===== src/spm_ctrl_pkg.sv =====
// Package for the self-programming flash controller.
// Assumes one core clock domain; register reached on the core I/O port.
package spm_ctrl_pkg;
	// Control/status register location and layout
	localparam logic [5:0] CSR_IO_ADDR   = 6'h37;
	localparam logic [7:0] CSR_DATA_ADDR = 8'h57;
	localparam logic [7:0] CSR_RESET     = 8'h00;
	localparam int         BIT_IE        = 7;
	localparam int         BIT_BUSY      = 6;
	localparam int         BIT_RSV       = 5;
	localparam int         BIT_REEN      = 4;
	localparam int         BIT_LOCK      = 3;
	localparam int         BIT_PGWR      = 2;
	localparam int         BIT_PGER      = 1;
	localparam int         BIT_EN        = 0;

	// Accepted low five bit commands
	localparam logic [4:0] CMD_REEN  = 5'h11;
	localparam logic [4:0] CMD_LOCK  = 5'h09;
	localparam logic [4:0] CMD_WRITE = 5'h05;
	localparam logic [4:0] CMD_ERASE = 5'h03;
	localparam logic [4:0] CMD_FILL  = 5'h01;

	// Command windows in core clock cycles
	localparam logic [2:0] CMD_WINDOW_CYC = 3'h4;
	localparam logic [2:0] LPM_WINDOW_CYC = 3'h3;

	// Pointer fields
	localparam int PAGE_LSB   = 7;
	localparam int WORD_LSB   = 1;
	localparam int WORD_BITS  = 6;
	localparam int PAGE_BITS  = 8;
	localparam logic [7:0] PAGE_MASK_8K  = 8'h7f;
	localparam logic [7:0] PAGE_MASK_16K = 8'hff;

	// Variant geometry, word addresses
	localparam logic [14:0] FLASH_WORDS_8K  = 15'h2000;
	localparam logic [14:0] FLASH_WORDS_16K = 15'h4000;
	localparam logic [14:0] NO_CONCURRENT_READ_SECTION_START_8K   = 15'h1c00;
	localparam logic [14:0] NO_CONCURRENT_READ_SECTION_START_16K  = 15'h3800;
	localparam logic [14:0] BOOT_MIN_8K     = 15'h0080;
	localparam logic [14:0] BOOT_MIN_16K    = 15'h0100;

	typedef enum logic [1:0] {
		OP_IDLE  = 2'b00,
		OP_ARMED = 2'b01,
		OP_BUSY  = 2'b11
	} op_state_t;

	typedef struct packed {
		logic        erase;
		logic        write;
		logic        lock;
		logic [7:0]  page;
		logic [7:0]  lock_data;
	} flash_req_t;

	typedef struct packed {
		logic        valid;
		logic [5:0]  word;
		logic [15:0] data;
	} buf_fill_t;
endpackage : spm_ctrl_pkg


===== src/self_program_flash_control.sv =====
// Self-programming control: register, command windows, buffer fill,
// page erase/write, lock write, lock/fuse read, section limits.
// Assumes the core pulses spm_strobe/lpm_strobe for one cycle per
// instruction and the flash array pulses flash_done when an op ends.
//
// Function
// - 8K variant: boot sizes 128..1024 words, reset address 0x1F80..0x1C00
// - 8K variant: concurrent section 0x0000-0x1BFF, other 0x1C00-0x1FFF
// - 8K variant: page from Z13:Z7, word from Z6:Z1, Z15:Z14 ignored
// - 16K variant: boot sizes 256..2048 words, reset address 0x3F00..0x3800
// - 16K variant: concurrent section 0x0000-0x37FF, other 0x3800-0x3FFF
// - 16K variant: page from Z14:Z7, word from Z6:Z1, Z15 ignored
// - Z0 zero for stores; selects byte for load reads
// - One eight-bit register at I/O 0x37, resets to zero
// - Ready interrupt requested while enable and global interrupt enable set and self-program bit clear
// - Erase/write into concurrent section sets busy flag, blocking it
// - Busy clears by re-enable after completion or by buffer load
// - Bit 5 always reads zero
// - Re-enable plus enable, then store within four cycles, unblocks section
// - Re-enable refused while erase or write is in progress
// - Writing re-enable bit aborts and discards the buffer load, except while an op is running
// - Lock-set command programs lock bits from low data register
// - Load within three cycles after lock-set returns lock or fuse bits
// - Page-write command writes buffer into pointer page
// - Page-erase command erases pointer page; bit clears on end or lapse
// - Enable alone fills buffer word; enable stays high during operation
// - Other low five bit values arm nothing; with bit 4 set they still discard the buffer load
// - Core stalls for whole operation on no-concurrent section page
`timescale 1ns/100ps
module self_program_flash_control #(
	parameter bit VARIANT_16K = 1'b0
) (
	input  wire logic                      mclk,
	input  wire logic                      rst_n,
	input  wire logic [5:0]                io_addr,
	input  wire logic                      io_wr,
	input  wire logic [7:0]                io_wdata,
	output logic      [7:0]                io_rdata,
	input  wire logic                      global_irq_en,
	input  wire logic                      spm_strobe,
	input  wire logic                      lpm_strobe,
	input  wire logic [15:0]               z_ptr,
	input  wire logic [7:0]                data_lo,
	input  wire logic [7:0]                data_hi,
	input  wire logic [1:0]                boot_size_sel,
	input  wire logic [7:0]                lock_bits_in,
	input  wire logic [7:0]                fuse_bits_in,
	input  wire logic                      flash_done,
	output logic                           lpm_special,
	output logic      [7:0]                lpm_data,
	output spm_ctrl_pkg::buf_fill_t        buf_fill,
	output logic                           buf_discard,
	output spm_ctrl_pkg::flash_req_t       flash_req,
	output logic                           concurrent_section_busy,
	output logic                           core_stall,
	output logic                           ready_irq,
	output logic      [14:0]               boot_reset_addr,
	output logic      [14:0]               app_end_addr
);

	localparam logic [14:0] FLASH_WORDS = VARIANT_16K ? spm_ctrl_pkg::FLASH_WORDS_16K
		: spm_ctrl_pkg::FLASH_WORDS_8K;
	localparam logic [14:0] NO_CONCURRENT_READ_SECTION_START  = VARIANT_16K ? spm_ctrl_pkg::NO_CONCURRENT_READ_SECTION_START_16K
		: spm_ctrl_pkg::NO_CONCURRENT_READ_SECTION_START_8K;
	localparam logic [14:0] BOOT_MIN    = VARIANT_16K ? spm_ctrl_pkg::BOOT_MIN_16K
		: spm_ctrl_pkg::BOOT_MIN_8K;
	localparam logic [7:0]  PAGE_MASK   = VARIANT_16K ? spm_ctrl_pkg::PAGE_MASK_16K
		: spm_ctrl_pkg::PAGE_MASK_8K;

	spm_ctrl_pkg::op_state_t  state_reg;
	spm_ctrl_pkg::flash_req_t flash_req_reg;
	spm_ctrl_pkg::buf_fill_t  buf_fill_reg;
	logic [4:0]               cmd_reg;
	logic [2:0]               win_reg;
	logic                     ie_reg;
	logic                     busy_reg;
	logic                     stall_reg;
	logic                     discard_reg;
	logic                     irq_reg;
	logic [7:0]               rdata_reg;
	logic [7:0]               lpm_data_reg;
	logic [14:0]              boot_addr_reg;
	logic                     write_hit;
	logic                     legal_cmd;
	logic                     spm_go;
	logic                     long_op;
	logic                     lpm_window;
	logic [7:0]               page_sel;
	logic [5:0]               word_sel;
	logic                     in_concurrent;
	logic [7:0]               csr_value;
	logic [14:0]              boot_size;

	assign write_hit = io_wr && (io_addr == spm_ctrl_pkg::CSR_IO_ADDR);
	assign legal_cmd = (io_wdata[4:0] == spm_ctrl_pkg::CMD_REEN)
		|| (io_wdata[4:0] == spm_ctrl_pkg::CMD_LOCK)
		|| (io_wdata[4:0] == spm_ctrl_pkg::CMD_WRITE)
		|| (io_wdata[4:0] == spm_ctrl_pkg::CMD_ERASE)
		|| (io_wdata[4:0] == spm_ctrl_pkg::CMD_FILL);
	assign spm_go    = (state_reg == spm_ctrl_pkg::OP_ARMED) && spm_strobe;
	assign long_op   = (cmd_reg == spm_ctrl_pkg::CMD_ERASE)
		|| (cmd_reg == spm_ctrl_pkg::CMD_WRITE);

	// Upper pointer bits beyond the counter never reach the page field
	assign page_sel = z_ptr[spm_ctrl_pkg::PAGE_LSB +: spm_ctrl_pkg::PAGE_BITS]
		& PAGE_MASK;
	assign word_sel = z_ptr[spm_ctrl_pkg::WORD_LSB +: spm_ctrl_pkg::WORD_BITS];
	assign in_concurrent = {1'b0, page_sel, 6'h00} < NO_CONCURRENT_READ_SECTION_START;

	assign lpm_window = (state_reg == spm_ctrl_pkg::OP_ARMED)
		&& (cmd_reg == spm_ctrl_pkg::CMD_LOCK)
		&& (win_reg > (spm_ctrl_pkg::CMD_WINDOW_CYC - spm_ctrl_pkg::LPM_WINDOW_CYC));

	assign csr_value = {ie_reg, busy_reg, 1'b0, cmd_reg};

	// Smallest boot area at selection 11, doubling per step down
	assign boot_size = BOOT_MIN << (2'h3 - boot_size_sel);

	always_ff @(posedge mclk or negedge rst_n) begin
		if (!rst_n) begin
			ie_reg <= spm_ctrl_pkg::CSR_RESET[spm_ctrl_pkg::BIT_IE];
		end else if (write_hit) begin
			ie_reg <= io_wdata[spm_ctrl_pkg::BIT_IE];
		end
	end

	// Command sequencer; writes during a running op are ignored
	always_ff @(posedge mclk or negedge rst_n) begin
		if (!rst_n) begin
			state_reg <= spm_ctrl_pkg::OP_IDLE;
			cmd_reg   <= spm_ctrl_pkg::CSR_RESET[4:0];
			win_reg   <= 3'h0;
		end else begin
			unique case (state_reg)
				spm_ctrl_pkg::OP_IDLE: begin
					if (write_hit && legal_cmd) begin
						state_reg <= spm_ctrl_pkg::OP_ARMED;
						cmd_reg   <= io_wdata[4:0];
						win_reg   <= spm_ctrl_pkg::CMD_WINDOW_CYC;
					end
				end
				spm_ctrl_pkg::OP_ARMED: begin
					if (spm_go) begin
						if (long_op || cmd_reg == spm_ctrl_pkg::CMD_LOCK) begin
							state_reg <= spm_ctrl_pkg::OP_BUSY;
						end else begin
							state_reg <= spm_ctrl_pkg::OP_IDLE;
							cmd_reg   <= 5'h00;
						end
						win_reg <= 3'h0;
					end else if (write_hit && legal_cmd) begin
						cmd_reg <= io_wdata[4:0];
						win_reg <= spm_ctrl_pkg::CMD_WINDOW_CYC;
					end else if (win_reg == 3'h1) begin
						state_reg <= spm_ctrl_pkg::OP_IDLE;
						cmd_reg   <= 5'h00;
						win_reg   <= 3'h0;
					end else begin
						win_reg <= win_reg - 3'h1;
					end
				end
				spm_ctrl_pkg::OP_BUSY: begin
					if (flash_done) begin
						state_reg <= spm_ctrl_pkg::OP_IDLE;
						cmd_reg   <= 5'h00;
					end
				end
				default: begin
					state_reg <= spm_ctrl_pkg::OP_IDLE;
					cmd_reg   <= 5'h00;
					win_reg   <= 3'h0;
				end
			endcase
		end
	end

	// Set beats clear: a new concurrent op wins over a re-enable
	always_ff @(posedge mclk or negedge rst_n) begin
		if (!rst_n) begin
			busy_reg <= spm_ctrl_pkg::CSR_RESET[spm_ctrl_pkg::BIT_BUSY];
		end else if (spm_go && long_op && in_concurrent) begin
			busy_reg <= 1'b1;
		end else if (spm_go && (cmd_reg == spm_ctrl_pkg::CMD_FILL
			|| cmd_reg == spm_ctrl_pkg::CMD_REEN)) begin
			busy_reg <= 1'b0;
		end
	end

	always_ff @(posedge mclk or negedge rst_n) begin
		if (!rst_n) begin
			stall_reg <= 1'b0;
		end else if (spm_go && long_op && !in_concurrent) begin
			stall_reg <= 1'b1;
		end else if (state_reg == spm_ctrl_pkg::OP_BUSY && flash_done) begin
			stall_reg <= 1'b0;
		end
	end

	// Refused during an op, so a running page write keeps its buffer
	always_ff @(posedge mclk or negedge rst_n) begin
		if (!rst_n) begin
			discard_reg <= 1'b0;
		end else begin
			discard_reg <= write_hit && io_wdata[spm_ctrl_pkg::BIT_REEN]
				&& (state_reg != spm_ctrl_pkg::OP_BUSY);
		end
	end

	// Z0 is dropped for stores; word select drives only the buffer
	always_ff @(posedge mclk or negedge rst_n) begin
		if (!rst_n) begin
			buf_fill_reg <= '0;
		end else begin
			buf_fill_reg.valid <= spm_go && (cmd_reg == spm_ctrl_pkg::CMD_FILL);
			buf_fill_reg.word  <= word_sel;
			buf_fill_reg.data  <= {data_hi, data_lo};
		end
	end

	always_ff @(posedge mclk or negedge rst_n) begin
		if (!rst_n) begin
			flash_req_reg <= '0;
		end else begin
			flash_req_reg.erase     <= spm_go && (cmd_reg == spm_ctrl_pkg::CMD_ERASE);
			flash_req_reg.write     <= spm_go && (cmd_reg == spm_ctrl_pkg::CMD_WRITE);
			flash_req_reg.lock      <= spm_go && (cmd_reg == spm_ctrl_pkg::CMD_LOCK);
			flash_req_reg.page      <= page_sel;
			flash_req_reg.lock_data <= data_lo;
		end
	end

	// Lock/fuse readback; normal loads are not intercepted
	always_ff @(posedge mclk or negedge rst_n) begin
		if (!rst_n) begin
			lpm_data_reg <= 8'h00;
		end else if (lpm_strobe && lpm_window) begin
			lpm_data_reg <= z_ptr[0] ? fuse_bits_in : lock_bits_in;
		end
	end

	always_ff @(posedge mclk or negedge rst_n) begin
		if (!rst_n) begin
			irq_reg <= 1'b0;
		end else begin
			irq_reg <= ie_reg && global_irq_en && !cmd_reg[spm_ctrl_pkg::BIT_EN];
		end
	end

	always_ff @(posedge mclk or negedge rst_n) begin
		if (!rst_n) begin
			rdata_reg <= spm_ctrl_pkg::CSR_RESET;
		end else begin
			rdata_reg <= csr_value;
		end
	end

	always_ff @(posedge mclk or negedge rst_n) begin
		if (!rst_n) begin
			boot_addr_reg <= 15'h0000;
		end else begin
			boot_addr_reg <= FLASH_WORDS - boot_size;
		end
	end

	assign io_rdata                = rdata_reg;
	assign lpm_special             = lpm_strobe && lpm_window;
	assign lpm_data                = lpm_data_reg;
	assign buf_fill                = buf_fill_reg;
	assign buf_discard             = discard_reg;
	assign flash_req               = flash_req_reg;
	assign concurrent_section_busy = busy_reg;
	assign core_stall              = stall_reg;
	assign ready_irq               = irq_reg;
	assign boot_reset_addr         = boot_addr_reg;
	assign app_end_addr            = boot_addr_reg - 15'h0001;
endmodule : self_program_flash_control


===== config.mk =====
export PLATFORM = sky130hd
export DESIGN_NAME = self_program_flash_control
export DESIGN_NICKNAME = d
export VERILOG_FILES = /design/src/spm_ctrl_pkg.sv /design/src/self_program_flash_control.sv
export SDC_FILE = /design/constraint.sdc
export NUM_CORES = 1
export LEC_CHECK = 0
export ABC_AREA = 1
export BUFFER_PORTS_ARGS = -buffer_cell sky130_fd_sc_hd__buf_2
export CORE_UTILIZATION = 40
export DETAILED_ROUTE_END_ITERATION = 8
export HOLD_SLACK_MARGIN = 0.15
export PLACE_DENSITY_LB_ADDON = 0.05
export SLEW_MARGIN = 5
export SYNTH_ARGS = -nofsm -noshare
export SYNTH_HDL_FRONTEND = slang
export SYNTH_SLANG_ARGS = --single-unit
export TNS_END_PERCENT = 30

===== constraint.sdc =====
create_clock -name mclk -period 1.4 [get_ports mclk]
set_input_delay 0 -clock mclk [delete_from_list [all_inputs] [get_ports mclk]]
set_output_delay 0 -clock mclk [all_outputs]
set_load 0.01 [all_outputs]

==> results of run 1 <==
==> cells by family after synthesis <==
group / Yosys count / share of synthesized area
buffers and inverters: 62 / 0.1115
AOI/OAI and AO/OA: 21 / 0.05052
adders and majority gates: 4 / 0.01670
muxes: 8 / 0.02672
DFF: 70 / 0.5846
and+or+nand+nor: 115 / 0.1900
xor gates and xnor gates: 6 / 0.01754
other: 2 / 0.002506
==> worst reg2reg max path: stages, from the launching register on <==
cell and delay, ns:
dfrtp_1 0.39, inv_2 0.08, ha_4 0.12, inv_2 0.03
nor2_1 0.07, inv_1 0.06, buf_4 0.14, nand2_4 0.08
nor2_2 0.05, nor2_1 0.10, nand2_2 0.10, nand2_1 0.07
nand2_1 0.04
==> cell usage after synthesis <==
cell type | number | area (sq um)
a21boi_1 | 1 | 7.510
a21oi_1 | 5 | 25.02
a21oi_4 | 1 | 16.27
buf_1 | 1 | 3.750
buf_4 | 25 | 187.7
buf_6 | 1 | 11.26
conb_1 | 2 | 7.510
dfrtp_1 | 70 | 1752
ha_1 | 4 | 50.05
inv_1 | 31 | 116.4
inv_2 | 4 | 15.01
mux2i_1 | 8 | 80.08
nand2_1 | 63 | 236.5
nand2_2 | 6 | 37.54
nand2_4 | 3 | 33.78
nand3_1 | 6 | 30.03
nand3_2 | 3 | 30.03
nand3_4 | 1 | 17.52
nand4_2 | 1 | 12.51
nor2_1 | 20 | 75.07
nor2_2 | 3 | 18.77
nor2_8 | 2 | 40.04
nor3_1 | 5 | 25.02
o211ai_1 | 1 | 7.510
o21ai_0 | 4 | 20.02
o21ai_1 | 1 | 5.000
o21ai_2 | 8 | 70.07
or2_2 | 1 | 6.260
or3_1 | 1 | 6.260
xnor2_1 | 4 | 35.03
xor2_1 | 2 | 17.52
==> per-layer routing <==
metal  GRT usage  wire length [microns]
met5           0                      0
met4     0.08358                    113
met1      0.2201                   2936
met3     0.04291                    387
met2      0.3154                   3621
==> cells in the final DEF, fill, tap and decap left out, drive strengths merged <==
| master | count |
|---|---|
| nand3 | 10 |
| or2 | 1 |
| bufinv | 3 |
| nand4 | 1 |
| nor2 | 25 |
| conb | 19 |
| buf | 155 |
| nand2 | 72 |
| xnor2 | 4 |
| dlymetal6s4s | 1 |
| o211ai | 1 |
| clkinvlp | 1 |
| o21ai | 13 |
| xor2 | 2 |
| ha | 4 |
| a21boi | 1 |
| a21oi | 6 |
| or3 | 1 |
| inv | 35 |
| mux2i | 8 |
| nor3 | 5 |
| dlygate4sd3 | 66 |
| clkinv | 2 |
| dfrtp | 70 |
| clkbuf | 10 |
==> report_power, final <==
group | leakage, uW | switching (uW) | internal (uW)
Combinational | 0.00167 | 1190 | 1020
Clock | 0.000115 | 739 | 1170
Sequential | 0.000873 | 299 | 2410
==> metrics by stage <==
stage,cell area (sq um),utilization,setup slack (ns),std cells
6_report,4901,0.6757,-0.1651,615
5_1_grt,4901,0.6757,-0.2606,615
4_1_cts,4767,0.6572,-0.1920,613
3_5_place_dp,3765,0.5191,-0.002468,525
3_3_place_gp,3765,0.5191,-0.005990,525
2_1_floorplan,3060,-,0.02890,305
==> how the worst max path moves through the flow <==
stage                     slack, ns               end          startpoint  cells after the start
final                         -0.17  app_end_addr[12]  boot_reset_addr[8]                      5
after global routing          -0.26  app_end_addr[12]  boot_reset_addr[8]                      5
after global placement       -0.006        cmd_reg[4]          win_reg[1]                     12
after detailed placement     -0.002        cmd_reg[0]          win_reg[1]                     12
after floorplan                0.03       lpm_data[7]          win_reg[0]                     10
after CTS                     -0.19       lpm_special          win_reg[1]                     11
==> timing repair <==
action	4_1_cts	5_1_grt
pin swaps	5	5
endpoints found under the hold margin	128	0
hold buffers	67	0
buffers inserted	6	2
gates resized for setup	16	27
setup endpoints to repair	9	24
cloned	0	1
==> final cells by class <==
| cell class | instances | share of cell area |
|---|---|---|
| clock buffer | 9 | 0.02527 |
| inverter | 35 | 0.02732 |
| multi-input combinational | 173 | 0.2277 |
| tap | 99 | 0.02527 |
| timing repair buffer | 223 | 0.3143 |
| clock inverter | 6 | 0.02272 |
| sequential | 70 | 0.3574 |
==> flow_summary.json, run 1 <==
{
  "drv_slew": 0,
  "arrival_ns": 1.57,
  "rsz0062_at_grt": "yes",
  "cp_slowest_stage_delay_ns": 0.41,
  "vdd_drop_max_v": 0.0006518,
  "fin_total_pwr_uw": 6830,
  "portBuffers": 142,
  "ff2ff_path_depth": 12,
  "start_util": 0.4131,
  "reg2reg_from": "win_reg[1]",
  "die-area_sq_um": 7842,
  "gr-total-overflow": 0,
  "worstPathMaxFanout": 3,
  "clk_latency_ns": 0.34,
  "max_freq_ghz": 0.6389,
  "crit_slowest_cell": "dfrtp_1",
  "antenna_found_initial": 0,
  "cap_violations": 0,
  "drive_gt1_frac": 0.4419,
  "cts_tree": "built",
  "p_leak_uw": 0.002660,
  "status": "complete, but fails checks",
  "io_pins": 164,
  "p_per_area_nw_per_um2": 1394,
  "ys_seq_area_frac": 0.5846,
  "finalCriticalPeriod_ns": 1.565,
  "clk_pin_slew_ns": 0.07,
  "r2r_slack_ns": -0.05,
  "syn_to_final_growth_pct": 63.55,
  "final_nets": 587,
  "fin_ws_ns": -0.1651,
  "cp_cell_sequence": "nor2_1, nand2_1, or3_4, xnor2_2, buf_2",
  "required_ns": 1.40,
  "dr.pass1.iters": 4,
  "worstHoldEndpoint": "lpm_data[7]",
  "hold_depth": 6,
  "via_count": 2610,
  "path_class": "reg -> out",
  "fp.dieH_microns": 88.56,
  "fin_hold_ws_ns": 0.2288,
  "violations": "negative setup slack",
  "grt_usage": 0.1839,
  "timing.final.crit_share": 1.118,
  "yosys_warnings": 0,
  "endpoint_kind": "primary output",
  "die_w_microns": 88.56,
  "fillers": 598,
  "synth.distinct_cells": 31,
  "setup_viol": 10,
  "numClockSinks": 70,
  "grt_max_degree": 32,
  "netlist_area_sq_um": 2997,
  "place_congestion": 0.7905,
  "multi_input_area_sq_um": 1116,
  "clock_skew_ns": 0.009851,
  "crit_family": "simple AND/OR/NAND/NOR gates",
  "hold_viol": 0,
  "hpwlAfterDp_microns": 4660,
  "coreArea_sq_um": 7253,
  "clk_path_buf_depth": 2,
  "setup_tns_ns": -0.8486,
  "hold_class": "in -> reg",
  "ys_ff_latch": 70,
  "grt_pass1_wl_microns": 10770,
  "syn_avg_cell_area_sq_um": 10.40,
  "reg2reg_to": "cmd_reg[4]",
  "grt_pass1_vias": 2367,
  "route.detailed.drc": 0,
  "routed_wl_microns": 7059,
  "hp-start": "lpm_strobe",
  "routedWlPerCell_microns": 11.48,
  "largest_reg_flops": 17,
  "rows": 31,
  "cp-start-kind": "flop",
  "h-tree-depth": 3,
  "ant_nets": 0,
  "cts_buffers": 9,
  "syn_inst": 288,
  "drtIter0Drc": 68,
  "crit_buf_inv": 1,
  "antenna_cells": 0,
  "vias_per_cell": 4.244,
  "cts_root_buffer": "clkbuf_8",
  "seqCellArea_sq_um": 1752
}
Power figures use the tool's default switching activity.
==> run 2, diff against run 1 <==
--- a/config.mk
+++ b/config.mk
@@ -5,9 +5,8 @@
 export SDC_FILE = /design/constraint.sdc
 export NUM_CORES = 1
 export LEC_CHECK = 0
-export ABC_AREA = 1
 export BUFFER_PORTS_ARGS = -buffer_cell sky130_fd_sc_hd__buf_2
-export CORE_UTILIZATION = 40
+export CORE_UTILIZATION = 39
 export DETAILED_ROUTE_END_ITERATION = 8
 export HOLD_SLACK_MARGIN = 0.15
 export PLACE_DENSITY_LB_ADDON = 0.05
@@ -15,4 +14,3 @@
 export SYNTH_ARGS = -nofsm -noshare
 export SYNTH_HDL_FRONTEND = slang
 export SYNTH_SLANG_ARGS = --single-unit
-export TNS_END_PERCENT = 30
==> run 2 against run 1 <==
  * The run still ends with negative setup slack left
  * Via count decreased by 5.5%
  * Clock skew decreased by 0.0038 ns
  * Register-to-register slack got worse by 0.12 ns
==> flow_summary.json, run 2 <==
{
  "synth_xor_area_frac": 0.01855,
  "clk_path_buf_depth": 2,
  "finalCriticalPeriod_ns": 1.569,
  "drv_slew": 0,
  "drtIter0Drc": 46,
  "max_freq_ghz": 0.6374,
  "numClockSinks": 70,
  "vdd_drop_max_v": 0.0005680,
  "portBuffers": 142,
  "cts_root_buffer": "clkbuf_8",
  "required_ns": 1.40,
  "rsz0062_at_grt": "yes",
  "syn_to_final_growth_pct": 70.54,
  "dpl.cell_count": 475,
  "reg2reg_to": "lpm_data[0]",
  "antenna_cells": 0,
  "synth_top_family_by_area": "simple AND/OR/NAND/NOR gates",
  "final_cell_count_no_fill": 563,
  "setup_viol": 18,
  "p_leak_uw": 0.002522,
  "die_w_microns": 87.23,
  "gr-total-overflow": 0,
  "vias_per_cell": 4.382,
  "place_congestion": 0.7764,
  "rows": 30,
  "dpl_cell_area_sq_um": 3725,
  "cap_violations": 0,
  "finalCoreUtilization": 0.6995,
  "synth_ff_type": "dfrtp_1",
  "arrival_ns": 1.57,
  "fin_area_sq_um": 4831,
  "die-area_sq_um": 7608,
  "ff2ff_path_depth": 7,
  "coreArea_sq_um": 6907,
  "r2r_slack_ns": -0.17,
  "yosys.area_share.adder": 0.01767,
  "via_count": 2467,
  "cts_tree": "built",
  "drive_gt1_frac": 0.5032,
  "clk_pin_slew_ns": 0.08,
  "status": "complete, but fails checks",
  "synth_top_cells_by_count": "dfrtp_1, buf_4, nand2_1, nor2_1",
  "final_nets": 537,
  "io_pins": 164,
  "synth_top_area_share": 0.6184,
  "ant_nets": 0,
  "ys_seq_area_frac": 0.6184,
  "routed_wl_microns": 7589,
  "worstHoldEndpoint": "state_reg[0]",
  "largest_reg_flops": 17,
  "layout_common_cells": "buf_2, dfrtp_1, dlygate4sd3_1",
  "syn_inst": 226,
  "cp_slowest_stage_delay_ns": 0.43,
  "grt_usage": 0.1990,
  "grt_pass1_vias": 2403,
  "grt_max_degree": 46,
  "clk_latency_ns": 0.34,
  "synth-compound-area-share": 0.08966,
  "synth_edf_count": 0,
  "cp_cell_sequence": "ha_4, a21oi_1, o2111ai_4, inv_2, buf_6",
  "yosysTopAreaCell": "dfrtp_1",
  "reg2reg_from": "win_reg[0]",
  "dr.pass1.iters": 4,
  "h-tree-depth": 3,
  "crit_slowest_cell": "dfrtp_1",
  "start_util": 0.4101,
  "cts_buffers": 9,
  "hold_class": "in -> reg",
  "ys_ff_latch": 70,
  "fp.dieH_microns": 87.23,
  "mostFrequentLayoutCell": "buf_2",
  "clock_skew_ns": 0.006017,
  "endpoint_kind": "primary output",
  "syn_avg_cell_area_sq_um": 12.53,
  "hp-start": "io_addr[5]",
  "routedWlPerCell_microns": 13.48,
  "worstPathMaxFanout": 4,
  "synthMuxAreaShare": 0.04329,
  "route.detailed.drc": 0,
  "p_per_area_nw_per_um2": 1033,
  "ys_async_sr_fraction": 1.000,
  "antenna_found_initial": 0,
  "path_class": "reg -> out",
  "violations": "negative setup slack",
  "synth.distinct_cells": 48,
  "netlist_area_sq_um": 2833,
  "grt_pass1_wl_microns": 11280,
  "synth-simple-area-share": 0.1166,
  "fin_ws_ns": -0.1689,
  "yosys_warnings": 0,
  "timing.final.crit_share": 1.121,
  "hpwlAfterDp_microns": 4720,
  "cp-start-kind": "flop",
  "synth_area_leaders": "dfrtp_1, buf_4, mux2i_1",
  "hold_depth": 6,
  "hold_viol": 0,
  "yosysMostFrequentCell": "dfrtp_1"
}
-- run 2: cell types whose count changed after synthesis, moves of 4 or more --
cell and delta:
nand2_1 -42, inv_1 -23, o21ai_1 +9, o21ai_2 -8, nor2_1 -7, nand2_2 -5, a21o_1 +4, a22o_1 +4
o21ai_0 -4
-- run 2: stage by stage --
| step | setup TNS (ns) | setup slack (ns) | hold slack, ns | power (uW) |
|---|---|---|---|---|
| final | -1.443 | -0.1689 | 0.2579 | 4990 |
| after global routing | -2.329 | -0.2224 | 0.2906 | 5204 |
| after CTS | -1.385 | -0.2110 | 0.2525 | 4990 |
| after detailed placement | -1.144 | -0.1353 | -0.05616 | 2817 |
| after global placement | -0.7111 | -0.07934 | -0.06362 | 2803 |
| after floorplan | -0.4050 | -0.05277 | -0.2956 | 2530 |
-- run 2: cell families after synthesis --
group	after synthesis
AOI/OAI and AO/OA	33
xor gates and xnor gates	6
adders and majority gates	4
buffers and inverters	40
DFF	70
muxes	12
other	2
and+or+nand+nor	59
-- run 2: worst max-delay path by stage --
stage,from,end,slack (ns),cells after the start
after floorplan,win_reg[0],cmd_reg[4],-0.05,5
after global placement,cmd_reg[4],lpm_data[5],-0.08,5
after detailed placement,cmd_reg[4],lpm_data[2],-0.14,5
after CTS,cmd_reg[4],lpm_special,-0.21,5
after global routing,cmd_reg[4],lpm_data[5],-0.22,7
final,win_reg[0],lpm_special,-0.17,5
-- run 2: layer usage --
metal	wire length, microns	vias to the layer above	GRT usage
met5	0	-	0
met4	129	0	0.08942
met3	508	12	0.05592
met2	3926	93	0.3386
met1	3026	1171	0.2350
li1	-	1191	-
-- run 2: power by group --
part / internal, uW / switching (uW) / leakage (uW)
clock network: 1190 / 782 / 0.000120
registers: 2120 / 61.3 / 0.000882
logic: 447 / 391 / 0.00152
-- run 2: layout make-up --
| type | instances | area, sq um |
|---|---|---|
| well taps | 96 | 120.1 |
| clock buffers | 9 | 123.9 |
| clock inverters | 7 | 120.1 |
| flip-flops and latches | 70 | 1755 |
| repair buffers | 238 | 1618 |
| multi-input cells | 133 | 1056 |
| fillers | 537 | 2076 |
| inverters | 10 | 37.54 |
-- run 2: worst max-delay path, delay by kind of cell (launching register included) --
kind,cells,cell delay [ns]
AO/OA/AOI/OAI,2,0.43
adder cells (fa/ha/maj),1,0.18
buffers and inverters,2,0.19
flip-flops,1,0.43
-- run 2: what timing repair did --
action | in CTS | in global routing
gates resized for setup | 23 | 13
setup buffers | 10 | 2
endpoints found under the hold margin | 126 | 0
pin swaps | 8 | 11
hold buffers | 61 | 0
setup endpoints to repair | 20 | 27
==> run 3, diff against run 2 <==
--- a/config.mk
+++ b/config.mk
@@ -6,7 +6,7 @@
 export NUM_CORES = 1
 export LEC_CHECK = 0
 export BUFFER_PORTS_ARGS = -buffer_cell sky130_fd_sc_hd__buf_2
-export CORE_UTILIZATION = 39
+export CORE_UTILIZATION = 43
 export DETAILED_ROUTE_END_ITERATION = 8
 export HOLD_SLACK_MARGIN = 0.15
 export PLACE_DENSITY_LB_ADDON = 0.05
==> constraint.sdc (replaced) <==
create_clock -name mclk -period 1.7 [get_ports mclk]
set_input_delay 0 -clock mclk [delete_from_list [all_inputs] [get_ports mclk]]
set_output_delay 0 -clock mclk [all_outputs]
set_load 0.01 [all_outputs]
==> run 3 against run 2 <==
  * The run now ends clean
  * Global-route usage down 0.56 points
  * Clock-buffer cell count is the same
  * Sequential share of layout area up 3.4 points
  * Total power shrank 22%
  * Critical path depth rose by 1
  * Final cell count decreased by 7.8%
  * Register-to-register slack improved by 0.27 ns
  * Utilization decreased by 0.41 points
  * Wire length is 16% lower
  * Sequential power fell by 18%
  * Setup slack better by 0.26 ns
  * Critical endpoint unchanged
  * Highest routed layer unchanged
==> flow_summary.json, run 3 (synthesis gave the netlist of run 2 again) <==
{
  "routed_wl_microns": 6389,
  "crit_buf_inv": 3,
  "route.detailed.drc": 0,
  "clk_path_buf_depth": 2,
  "hold_class": "in -> async",
  "grt_util_met2": 0.3279,
  "grtUsageMet1": 0.2394,
  "required_ns": 1.70,
  "finalCoreUtilization": 0.6954,
  "cp_cell_sequence": "ha_1, a21oi_1, o2111ai_2, buf_6, inv_2, buf_2",
  "mostFrequentLayoutCell": "buf_2",
  "final_nets": 512,
  "largest_reg_flops": 17,
  "rows": 29,
  "cp-start-kind": "flop",
  "met3_usage": 0.03678,
  "max_freq_ghz": 0.6224,
  "busiest_layer": "met2",
  "drive_gt1_frac": 0.4276,
  "clock_skew_ns": 0.004522,
  "ant_nets": 0,
  "layout_common_cells": "buf_2, dfrtp_1, dlygate4sd3_1",
  "crit_slowest_cell": "dfrtp_1",
  "via_count": 2361,
  "cts_tree": "built",
  "worstPathMaxFanout": 4,
  "die_w_microns": 83.17,
  "cts_root_buffer": "clkbuf_8",
  "seqCellArea_sq_um": 1753,
  "arrival_ns": 1.61,
  "multi_input_area_sq_um": 892.1,
  "portBuffers": 142,
  "grt_max_degree": 26,
  "syn_to_final_growth_pct": 55.87,
  "grt_usage": 0.1934,
  "coreArea_sq_um": 6350,
  "finalCriticalPeriod_ns": 1.607,
  "fp.dieH_microns": 83.17,
  "hpwlAfterDp_microns": 4370,
  "max-slew-margin-rel": 0.6570,
  "tightest_slew_ns": 0.5146,
  "clk_latency_ns": 0.34,
  "endpoint_kind": "primary output",
  "grt_pass1_vias": 2212,
  "vdd_drop_max_v": 0.0006266,
  "cap_violations": 0,
  "path_class": "reg -> out",
  "gr-total-overflow": 0,
  "hold_viol": 0,
  "rsz0062_at_grt": "no",
  "setup_tns_ns": 0,
  "clk_pin_slew_ns": 0.08,
  "die-area_sq_um": 6916,
  "drv_slew": 0,
  "p_per_area_nw_per_um2": 878.3,
  "antenna_cells": 0,
  "p_leak_uw": 0.002344,
  "fillers": 479,
  "dr.pass1.iters": 4,
  "h-tree-depth": 3,
  "crit_family": "flip-flops",
  "status": "finished clean",
  "setup_viol": 0,
  "drtIter0Drc": 76,
  "cts_buffers": 9,
  "cp_slowest_stage_delay_ns": 0.41,
  "io_pins": 164,
  "numClockSinks": 70,
  "start_util": 0.4461,
  "timing.final.crit_share": 0.9451,
  "routedWlPerCell_microns": 12.31,
  "antenna_found_initial": 0,
  "place_congestion": 0.8036,
  "grt_pass1_wl_microns": 10450,
  "vias_per_cell": 4.549
}
## run 3: changes by cell type in the layout (fill, tap and decap cells not counted), moves of 3 or more
cell / before / now
ha_4: 3 / 0
inv_2: 5 / 2
buf_6: 5 / 1
ha_1: 1 / 4
inv_1: 5 / 8
buf_4: 32 / 10
## run 3: area by class of cell
| type | instances | area share |
|---|---|---|
| inverters | 10 | 0.008501 |
| clock inverters | 7 | 0.02380 |
| multi-input cells | 133 | 0.2020 |
| repair buffers | 213 | 0.3188 |
| flip-flops and latches | 70 | 0.3970 |
| clock buffers | 9 | 0.02805 |
| well taps | 77 | 0.02182 |
## run 3: path summary, 6_finish.rpt
check / to / slack [ns] / cells past startpoint / from
max in group asynchronous: flash_req[10] / 0.92 / 3 / rst_n
min in group mclk: win_reg[0] / 0.16 / 4 / io_addr[5]
hold / removal: buf_fill[21] / 0.16 / 2 / rst_n
hold reg to reg: io_rdata[7] / 0.42 / 0 / ie_reg
setup / recovery: lpm_special / 0.09 / 6 / win_reg[0]
setup reg to reg: cmd_reg[4] / 0.10 / 5 / win_reg[0]
## run 3: where the power goes
group / total (uW) / internal (uW) / switching (uW)
Sequential: 1790 / 1750 / 48.0
Clock: 1520 / 849 / 674
Combinational: 562 / 299 / 263
## run 3: routing by layer
| layer | share of wire | vias up |
|---|---|---|
| met1 | 0.41 | 1111 |
| met3 | 0.060 | 9 |
| met4 | 0.016 | 0 |
| met5 | 0 | - |
| met2 | 0.51 | 97 |
| li1 | - | 1144 |
## run 3: what timing repair did
item                                   CTS  global route
cloned                                   0             0
endpoints found under the hold margin  127             0
resized for setup                        2             2
setup endpoints to repair                1             3
setup buffers                            3             0
pin swaps                                2             1
hold buffers                            59             0
## run 3: worst register-to-register path, cell delays in order (launching register included)
cell     delay (ns)
dfrtp_1        0.41
ha_1           0.25
a21o_1         0.21
a21o_1         0.21
o22ai_2        0.09
mux2_1         0.33
## run 3: metrics by stage
| stage | total power, uW | hold slack [ns] | area, sq um | worst slack [ns] | instances |
|---|---|---|---|---|---|
| floorplan | 2068 | -0.2956 | 2897 | 0.1557 | 243 |
| global placement | 2257 | 0.006282 | 3557 | 0.1095 | 441 |
| detailed placement | 2268 | 0.01200 | 3557 | 0.09142 | 441 |
| CTS | 3933 | 0.1524 | 4408 | 0.02446 | 519 |
| global route | 4070 | 0.1898 | 4415 | 0.02015 | 519 |
| finish | 3878 | 0.1586 | 4415 | 0.09334 | 519 |
